$ cat src/rtl/expander_pkg.sv
// Constants shared by the serial port expander frame logic.
package expander_pkg;
	localparam int FRAME_BITS = 16;
	localparam int ADDR_BITS  = 7;
	localparam int DATA_BITS  = 8;
	localparam int PORT_COUNT = 10;
	localparam int RW_BIT     = 15;
	localparam int ADDR_MSB   = 14;
	localparam int ADDR_LSB   = 8;
	localparam logic [6:0] ADDR_PORT_LAST = 7'h09;
	localparam logic [6:0] ADDR_ALL_PORTS = 7'h0A;
	localparam logic [6:0] ADDR_INPUT_LO  = 7'h0E;
	localparam logic [6:0] ADDR_INPUT_HI  = 7'h0F;
	localparam logic [7:0] LEVEL_RESET    = 8'h01;
	localparam logic [7:0] LEVEL_LOW      = 8'h00;
	localparam logic [7:0] READ_NONE      = 8'h00;
endpackage : expander_pkg

$ cat src/rtl/level_store.sv
// Memory holding the ten port level registers, registered read data.
`timescale 1ns/10ps
module level_store (
	// Clock and reset.
	input  wire logic                             core_clk,
	input  wire logic                             reset_n,
	// Write side; broadcast writes every entry.
	input  wire logic                             wr_en,
	input  wire logic                             wr_all,
	input  wire logic [3:0]                       wr_idx,
	input  wire logic [expander_pkg::DATA_BITS-1:0] wr_data,
	// Read side.
	input  wire logic [3:0]                       rd_idx,
	output logic [expander_pkg::DATA_BITS-1:0]      rd_data,
	// Open-drain pull-down per port.
	output logic [expander_pkg::PORT_COUNT-1:0]     pull_low
);
	import expander_pkg::*;

	logic [DATA_BITS-1:0] mem_q [PORT_COUNT];

	// ==========================================================
	// Storage
	genvar g;
	generate
		for (g = 0; g < PORT_COUNT; g++) begin : g_port
			always_ff @(posedge core_clk) begin
				if (!reset_n) begin
					mem_q[g]    <= LEVEL_RESET;
					pull_low[g] <= 1'b0;
				end else begin
					if (wr_en && (wr_all || wr_idx == 4'(g))) begin
						mem_q[g]    <= wr_data;
						pull_low[g] <= (wr_data == LEVEL_LOW);
					end
				end
			end
		end
	endgenerate

	always_ff @(posedge core_clk) begin
		if (!reset_n) begin
			rd_data <= READ_NONE;
		end else if (rd_idx < 4'(PORT_COUNT)) begin
			rd_data <= mem_q[rd_idx];
		end else begin
			rd_data <= READ_NONE;
		end
	end
endmodule : level_store

$ cat src/rtl/expander_frame.sv
// Serial frame logic of a ten-port I/O expander.
`timescale 1ns/10ps
module expander_frame (
	// Clock and reset.
	input  wire logic                               core_clk,
	input  wire logic                               reset_n,
	// Serial link pins.
	input  wire logic                               sclk,
	input  wire logic                               cs_n,
	input  wire logic                               din,
	output logic                                    dout,
	// Port pins, open drain.
	input  wire logic [expander_pkg::PORT_COUNT-1:0] port_in,
	output logic [expander_pkg::PORT_COUNT-1:0]      port_out,
	output logic [expander_pkg::PORT_COUNT-1:0]      port_oe,
	// Last latched command.
	output logic [expander_pkg::FRAME_BITS-1:0]      cmd_latch
);
	import expander_pkg::*;

	// Index width into the port level store.
	localparam int IDX_BITS = $clog2(PORT_COUNT);

	// ==========================================================
	// Synchronisers
	logic [1:0]            sclk_s_q, cs_s_q, din_s_q;
	logic [PORT_COUNT-1:0] pin_a_q, pin_b_q;
	logic                  sclk_d1_q, cs_d1_q;

	// The serial clock gets a third stage so that its edges can be seen.
	always_ff @(posedge core_clk) begin
		if (!reset_n) begin
			sclk_s_q  <= '0;
			sclk_d1_q <= 1'b0;
		end else begin
			sclk_s_q  <= {sclk_s_q[0], sclk};
			sclk_d1_q <= sclk_s_q[1];
		end
	end

	// Select resets to its idle high level, so no false rise follows reset.
	always_ff @(posedge core_clk) begin
		if (!reset_n) begin
			cs_s_q  <= '1;
			cs_d1_q <= 1'b1;
		end else begin
			cs_s_q  <= {cs_s_q[0], cs_n};
			cs_d1_q <= cs_s_q[1];
		end
	end

	// Data is delayed as much as the clock, so each bit is taken in step.
	always_ff @(posedge core_clk) begin
		if (!reset_n) begin
			din_s_q <= '0;
		end else begin
			din_s_q <= {din_s_q[0], din};
		end
	end

	always_ff @(posedge core_clk) begin
		if (!reset_n) begin
			pin_a_q <= '0;
			pin_b_q <= '0;
		end else begin
			pin_a_q <= port_in;
			pin_b_q <= pin_a_q;
		end
	end

	// ==========================================================
	// Edge detection
	// Edges compare the second synchroniser stage against the third.
	logic sclk_rise, sclk_fall, cs_rise, selected;
	assign sclk_rise = sclk_s_q[1] && !sclk_d1_q;
	assign sclk_fall = !sclk_s_q[1] && sclk_d1_q;
	assign cs_rise   = cs_s_q[1] && !cs_d1_q;
	assign selected  = !cs_s_q[1] && !cs_d1_q;

	// ==========================================================
	// Shift register and command latch
	logic [FRAME_BITS-1:0] shift_q;
	logic                  load_pend_q;
	logic [DATA_BITS-1:0]  rd_byte;
	logic [DATA_BITS-1:0]  store_rd;
	logic [DATA_BITS-1:0]  input_rd;

	// A pending read load wins over a shift; no clock edge comes that soon.
	always_ff @(posedge core_clk) begin
		if (!reset_n) begin
			shift_q <= '0;
		end else if (load_pend_q) begin
			shift_q[DATA_BITS-1:0] <= rd_byte;
		end else if (selected && sclk_rise) begin
			shift_q <= {shift_q[FRAME_BITS-2:0], din_s_q[1]};
		end
	end

	// The latch moves only when select rises, never while bits shift in.
	always_ff @(posedge core_clk) begin
		if (!reset_n) begin
			cmd_latch <= '0;
		end else if (cs_rise) begin
			cmd_latch <= shift_q;
		end
	end

	// Bit 15 leaves on the falling edge half a clock after it was sampled.
	always_ff @(posedge core_clk) begin
		if (!reset_n) begin
			dout <= 1'b0;
		end else if (sclk_fall) begin
			dout <= shift_q[FRAME_BITS-1];
		end
	end

	// ==========================================================
	// Command decode at select rising
	logic [ADDR_BITS-1:0] addr;
	logic                 is_read;
	logic                 wr_en, wr_all;
	logic [IDX_BITS-1:0]  wr_idx, rd_idx;

	assign addr    = shift_q[ADDR_MSB:ADDR_LSB];
	assign is_read = shift_q[RW_BIT];

	// True for the addresses that hold the level of one port each.
	function automatic logic is_port(input logic [ADDR_BITS-1:0] a);
		return a <= ADDR_PORT_LAST;
	endfunction : is_port

	// Only per-port and broadcast addresses write; the rest are ignored.
	assign wr_en  = cs_rise && !is_read
	              && (is_port(addr) || addr == ADDR_ALL_PORTS);
	assign wr_all = addr == ADDR_ALL_PORTS;
	assign wr_idx = addr[IDX_BITS-1:0];
	assign rd_idx = is_port(addr) ? addr[IDX_BITS-1:0] : '0;

	// The store read lags one cycle, so the load is applied one cycle late.
	logic [ADDR_BITS-1:0] rd_addr_q;
	always_ff @(posedge core_clk) begin
		if (!reset_n) begin
			load_pend_q <= 1'b0;
			rd_addr_q   <= '0;
		end else begin
			load_pend_q <= cs_rise && is_read;
			if (cs_rise) begin
				rd_addr_q <= addr;
			end
		end
	end

	// Input levels are ready by the cycle in which the load falls due.
	always_ff @(posedge core_clk) begin
		if (!reset_n) begin
			input_rd <= READ_NONE;
		end else if (addr == ADDR_INPUT_LO) begin
			input_rd <= pin_b_q[DATA_BITS-1:0];
		end else begin
			input_rd <= DATA_BITS'(pin_b_q[PORT_COUNT-1:DATA_BITS]);
		end
	end

	// Selects the byte to load; unmapped addresses read as zero.
	always_comb begin
		if (is_port(rd_addr_q) || rd_addr_q == ADDR_ALL_PORTS) begin
			rd_byte = store_rd;
		end else if (rd_addr_q == ADDR_INPUT_LO
		          || rd_addr_q == ADDR_INPUT_HI) begin
			rd_byte = input_rd;
		end else begin
			rd_byte = READ_NONE;
		end
	end

	// ==========================================================
	// Port level store
	logic [PORT_COUNT-1:0] pull_low;

	// The store's pull-downs pass one more register on their way out.
	level_store u_store (
		.core_clk (core_clk),
		.reset_n  (reset_n),
		.wr_en    (wr_en),
		.wr_all   (wr_all),
		.wr_idx   (wr_idx),
		.wr_data  (shift_q[DATA_BITS-1:0]),
		.rd_idx   (rd_idx),
		.rd_data  (store_rd),
		.pull_low (pull_low)
	);

	// ==========================================================
	// Port drive
	// The pins only ever sink current; the enable alone sets the level.
	always_ff @(posedge core_clk) begin
		if (!reset_n) begin
			port_out <= '0;
			port_oe  <= '0;
		end else begin
			port_out <= '0;
			port_oe  <= pull_low;
		end
	end
endmodule : expander_frame

$ cat config.mk
export PLATFORM = sky130hd
export DESIGN_NAME = expander_frame
export DESIGN_NICKNAME = d
export VERILOG_FILES = /design/src/rtl/expander_pkg.sv /design/src/rtl/level_store.sv /design/src/rtl/expander_frame.sv
export SDC_FILE = /design/constraint.sdc
export NUM_CORES = 1
export LEC_CHECK = 0
export CELL_PAD_IN_SITES_DETAIL_PLACEMENT = 1
export CELL_PAD_IN_SITES_GLOBAL_PLACEMENT = 1
export CORE_AREA = 2 2 121 123
export CTS_BUF_LIST = sky130_fd_sc_hd__clkbuf_2 sky130_fd_sc_hd__clkbuf_4 sky130_fd_sc_hd__clkbuf_8
export DETAILED_ROUTE_END_ITERATION = 7
export DIE_AREA = 0 0 123 125
export DONT_BUFFER_PORTS = 1
export PLACE_DENSITY = 0.85
export SLEW_MARGIN = 10
export SYNTH_ARGS = -nofsm -noshare
export SYNTH_HDL_FRONTEND = slang
export SYNTH_SLANG_ARGS = --single-unit
export TNS_END_PERCENT = 50
$ cat constraint.sdc
create_clock -name core_clk -period 2.6 [get_ports core_clk]
set_input_delay 0.39 -clock core_clk [delete_from_list [all_inputs] [get_ports core_clk]]
set_output_delay 0.39 -clock core_clk [all_outputs]
set_load 0.01 [all_outputs]
---- Yosys cells after proc, flatten, opt, wreduce, memory -nomap -nowiden ----
Memory sizes are Yosys's and may differ from the RTL's. A register that Yosys moved wholly into a read port is not among the register bits.
Cells that the tools add are included.
cells by class
  order comparisons ....................... 3
  equal/unequal tests ..................... 14
  muxes and demuxes ....................... 47
  bitwise gates (word level) .............. 11
  reductions and logical operators ........ 43
operator list
  operator            number
  $mux 8              14
  $eq 7x4->1 const B  5
  $mux 1              31
  $logic_and 1x1->1   18
  $eq 4x3->1 const B  4
  $le 7x4->1 const B  2
  $logic_or 1x1->1    13
  $or 1x1->1          10
  $eq 4x2->1 const B  2
  $eq 4x4->1 const B  2
  $logic_not 8->1     1
  $logic_not 1->1     6
  $reduce_and 2->1    3
  $eq 4x1->1 const B  1
  $logic_not 4->1     1
  $lt 4x4->1 const B  1
  $mux 4              1
  $mux 2              1
  $reduce_bool 2->1   1
  $not 1->1           1
word-level totals
  bits in registers ....................... 97
  memory bits (writable) .................. 80
  output and inout port bits .............. 37
  logic and storage cells ................. 145
  memories kept ........................... 1
memory list
  memory         words  width  rd ports  clocked after Yosys merged registers in  write ports  RTL line           text
  u_store.mem_q  10     8      1         1                                        10           level_store.sv:20  logic [DATA_BITS-1:0] mem_q [PORT_COUNT];

---- Logic depth before layout (Yosys ltp) ----
  depth in word-level cells ............... 9
  depth in mapped cells ................... 7

---- Modules after synthesis ----
From an unflattened synthesis, not the netlist that was laid out.
second synthesis, totals
  cell total of the unflattened synthesis .. 607
  area total of the unflattened synthesis .. 7298.2 um2
modules (own cells, without submodules)
  module          instances  cells each  area each (um2)  seq. area each (um2)
  level_store     1          317         4454.3           2762.6
  expander_frame  1          290         2844.0           1601.5

---- Worst setup path before layout ----
No wires, ideal clock.
  kind .................................... register to register
  from .................................... reg shift_q[12]
  to ...................................... mem u_store.mem_q[7][0] (enable)
  setup time .............................. 0.384 ns
  arrival time ............................ 1.919 ns
  required time ........................... 2.216 ns
  slack ................................... 0.297 ns
  cell stages (with the launch flop) ...... 6
  path buffers ............................ 2
  cell sequence ........................... dfxtp_1 -> or3_4 -> or2_1 -> clkbuf_2 -> clkbuf_1 -> o21ai_0
RTL lines
  element                            RTL line              text
  from (decl)                        expander_frame.sv:82  logic [FRAME_BITS-1:0] shift_q;
  from (signal, indexed assignment)  expander_frame.sv:93  shift_q[DATA_BITS-1:0] <= rd_byte;
  from (signal assigned)             expander_frame.sv:95  shift_q <= {shift_q[FRAME_BITS-2:0], din_s_q[1]};
  to (decl)                          level_store.sv:20

---- Worst setup path in the final report ----
  from .................................... reg shift_q[11]
  to ...................................... reg u_store.rd_data[2] (netlist bit), read port of u_store.mem_q
between the ends
  longest elaborated chain between the ends .. 5
ends and longest elaborated chain
  element                            RTL line               text
  $le 7x4->1                         expander_frame.sv:129  return a <= ADDR_PORT_LAST;
  $mux 4 (*)                         expander_frame.sv:137  assign rd_idx = is_port(addr) ? addr[IDX_BITS-1:0] : '0;
  $lt 4x4->1                         level_store.sv:44      end else if (rd_idx < 4'(PORT_COUNT)) begin
  $reduce_and 2->1 (no source line)  -
  $logic_not 1->1 (no source line)   -
  to (decl)                          level_store.sv:14      output logic [expander_pkg::DATA_BITS-1:0] rd_data,
Mark *: on every way between the ends. The rest lies on a longest branch, timed or not.
A chain may end at the register's enable or synchronous reset.

==> out/results.md <==
| Item | Reported |
|:---|:---|
| Root Driver | sky130_fd_sc_hd__clkbuf_8 |
| Avg Vias per Cell | 5.89 |
| Commonest cells after routing, fill and taps aside | sky130_fd_sc_hd__and2_1, sky130_fd_sc_hd__dfxtp_1, sky130_fd_sc_hd__edfxtp_1, sky130_fd_sc_hd__nand2_1, sky130_fd_sc_hd__o21ai_0 |
| Global-route congestion overflow total | 0 |
| Synthesized area | 0.00736 mm² |
| Layout fillers | 1508 |
| Critical Path Start Type | flip-flop |
| Initial antenna violation count | 0 |
| Synthesized area per cell | 11.1 µm² |
| Slowest Stage Delay on Critical Path | 0.80 ns |
| CP Buf/Inv Count | 0 |
| Total area of multi-input combinational cells | 0.00277 mm² |
| Smallest hold slack | 0.0349 ns |
| Post-Synthesis Cells | 661 |
| Layout cells sized above 1 | 12.2% |
| Count of distinct cell types in the synthesized netlist | 48 |
| Path type of the worst min-delay path | in2reg |
| Pwr per Cell Area | 640 mW/mm² |
| Maximum achievable frequency | 401 MHz |
| Yosys warns | 0 |
| Dominant cells by area after synthesis | sky130_fd_sc_hd__edfxtp_1, sky130_fd_sc_hd__dfxtp_1, sky130_fd_sc_hd__and2_1, sky130_fd_sc_hd__mux2i_1, sky130_fd_sc_hd__nand2_1 |
| Proportion of synthesized chip area in sequential cells | 59.3% |
| Total routing usage reported by global routing | 26.5% |
| Total power | 5.15 mW |
| Number of DRC markers in iteration 0 | 397 |
| Async SR Flop Fraction | 0% |
| Via count of the first global-routing pass | 5365 |
| Via count | 5085 |
| Number of synthesized flops with an enable pin | 80 |
| Number of max-cap violations | 0 |
| Number of port buffers | 0 |
| Yosys top cell by area | sky130_fd_sc_hd__edfxtp_1 |
| Maximum resistive drop on vdd | 0.358 mV |
| Total Nets Final | 682 |
| Standard-cell rows | 44 |
| Post-route core utilization | 56.7% |
| Endpoint type of the worst setup path | flip-flop |
| Cell-by-cell listing of the critical path | nand2_1 -> and4_1 -> a2111oi_0 -> o22ai_1 |
| Period utilization | 95.9% |
| I/O pin count | 52 |
| Number of buffers added by the clock tree synthesis step | 17 |
| First drt pass iteration count | 7 |
| Cell leakage power | 2.84 nW |
| Clock Latency Late Sink | 0.47 ns |
| Final Wtd Congestion | 0.933 |
| Clock-pin slew on the worst setup and hold paths | 0.10 ns |
| Standard cell core area | 0.0142 mm² |
| Clock tree from TritonCTS | built |
| Layout-stage area growth over the synthesis result | 9.33% |
| Sequential standard cell area | 0.00436 mm² |
| Delay-heaviest family, CP | compound AO/OA/AOI/OAI gates |
| Post-CTS setup buffer count | 0 |
| Clock Path Buffers | 2 |
| Setup TNS after final layout | 0 ns |
| Most common library cell in the layout ignoring fill and taps | sky130_fd_sc_hd__and2_1 |
| Critical path fanouts, max | 16 |
| Result of the run | complete, no violations |
| Setup repair after global routing missed its margin | false |
| Critical Setup Path Class | reg2reg |
| Die height | 125 µm |
| Final Max Slew Viols | 0 |
| Tmin final | 2.49 ns |
| Cts-stage hold buffer count | 1 |
| Area of the die | 0.0154 mm² |
| Number of antenna-violating nets in the routed design | 0 |
| # resized after CTS | 0 |
| Maximum level of the CTS H-tree | 4 |
| Final Routed Wirelength | 19400 µm |
| Synthesized flop and latch total | 178 |
| Count of antenna diodes in the layout | 0 |
| Detail Placement HPWL | 13100 µm |
| Initial Util | 51.8% |
| Primary flip-flop cell chosen by synthesis mapping | sky130_fd_sc_hd__dfxtp_1 |
| Number of setup violations in the final report | 0 |
| Count of endpoints failing hold in the final timing report | 0 |
| Worst path arrival time | 2.80 ns |
| Overall die width | 123 µm |
| Post-synth top area share | 32.6% |
| Slowest CP cell | sky130_fd_sc_hd__a2111oi_0 |
| Worst Max-Slew Pin Slew | 0.906 ns |
| Global-route wire length before repair | 30100 µm |
| Data required, critical path | 2.91 ns |
| Maximum number of pins on one net before global-route repair | 103 |
| Wire per inst | 22.4 µm |
| Clock Skews | 0.0163 ns |
| DRC viols | 0 |
| Clock sink count | 178 |
| Relative slew margins | 38.1% |
-- where the power goes --
| part | internal (mW) | leakage (nW) | switching, mW |
|---|---|---|---|
| clock | 0.993 | 0.211 | 1.04 |
| sequential | 2.98 | 1.59 | 0.0255 |
| combinational | 0.0452 | 1.04 | 0.0715 |
| total | 4.02 | 2.84 | 1.14 |
-- registers in the layout, indices dropped and copies added, names as in the netlist, 2 cells and up --
register          cells
cmd_latch            16
cs_s_q                2
din_s_q               2
input_rd              8
pin_a_q              10
pin_b_q              10
port_oe              10
sclk_s_q              2
shift_q              16
u_store.mem_q        80
u_store.pull_low     10
u_store.rd_data       8
-- cell families (layout without fill, tap and decap cells) --
| group | Yosys count | count (layout) | synth area share [%] |
|---|---|---|---|
| AND/OR/NAND/NOR | 275 | 275 | 21.5 |
| flip-flops | 178 | 178 | 59.3 |
| AO/OA/AOI/OAI | 107 | 107 | 9.60 |
| buffers and inverters | 57 | 66 | 3.55 |
| multiplexers | 42 | 42 | 5.90 |
| other | 1 | 10 | 0.0509 |
| XOR/XNOR | 1 | 1 | 0.119 |
-- through the flow --
stage / instances / cell area, µm² / setup WS (ns)
after global placement: 831 / 7620 / 0.341
final: 863 / 8050 / 0.106
after global routing: 863 / 8050 / 0.106
after detailed placement: 831 / 7620 / 0.250
after CTS: 863 / 8050 / 0.216
after floorplan: 670 / 7390 / 0.297
-- cells in the mapped netlist (all sizes together) (10+ instances only) --
master and count:
a21boi 17, a31oi 11, and2 106, and3 12, buf 21, clkbuf 36, dfxtp 98, edfxtp 80
mux2 11, mux2i 31, nand2 54, nand2b 15, nor2 10, nor2b 20, nor3 16, o21ai 36
-- worst paths after layout --
kind	startpoint	end	slack, ns	depth (start not counted)
worst min-delay path	cs_n	cs_s_q[0]$_SDFF_PN1_	0.03	1
worst max-delay path	shift_q[11]$_SDFFE_PN0P_	u_store.rd_data[2]$_SDFF_PN0_	0.11	4
worst max register to register	shift_q[11]$_SDFFE_PN0P_	u_store.rd_data[2]$_SDFF_PN0_	0.11	4
worst min register to register	pin_a_q[9]$_SDFF_PN0_	pin_b_q[9]$_SDFF_PN0_	0.44	1
-- worst register-to-register path: cells and delay by family, from the launching register on --
| kind | cells | cell delay (ns) |
|---|---|---|
| compound gates | 2 | 1.00 |
| flops | 1 | 0.68 |
| simple gates | 2 | 0.66 |
-- cell type report --
cell class	count	share of cell area [%]
clock buffers	19	3.09
clock inverters	12	2.11
multi-input cells	435	34.4
flip-flops and latches	178	54.2
well taps	184	2.86
repair buffers	35	3.30
-- routing by layer --
layer / part of all wire [%] / up-vias / global-route usage, % / wire length (µm)
li1: - / 2333 / - / -
met1: 43 / 2544 / 34.3 / 8280
met2: 49 / 160 / 42.5 / 9520
met3: 5.2 / 48 / 6.57 / 1010
met4: 2.9 / 0 / 10.6 / 556
met5: 0 / - / 0 / 0
No activity file was read; power rests on OpenSTA's default activity.
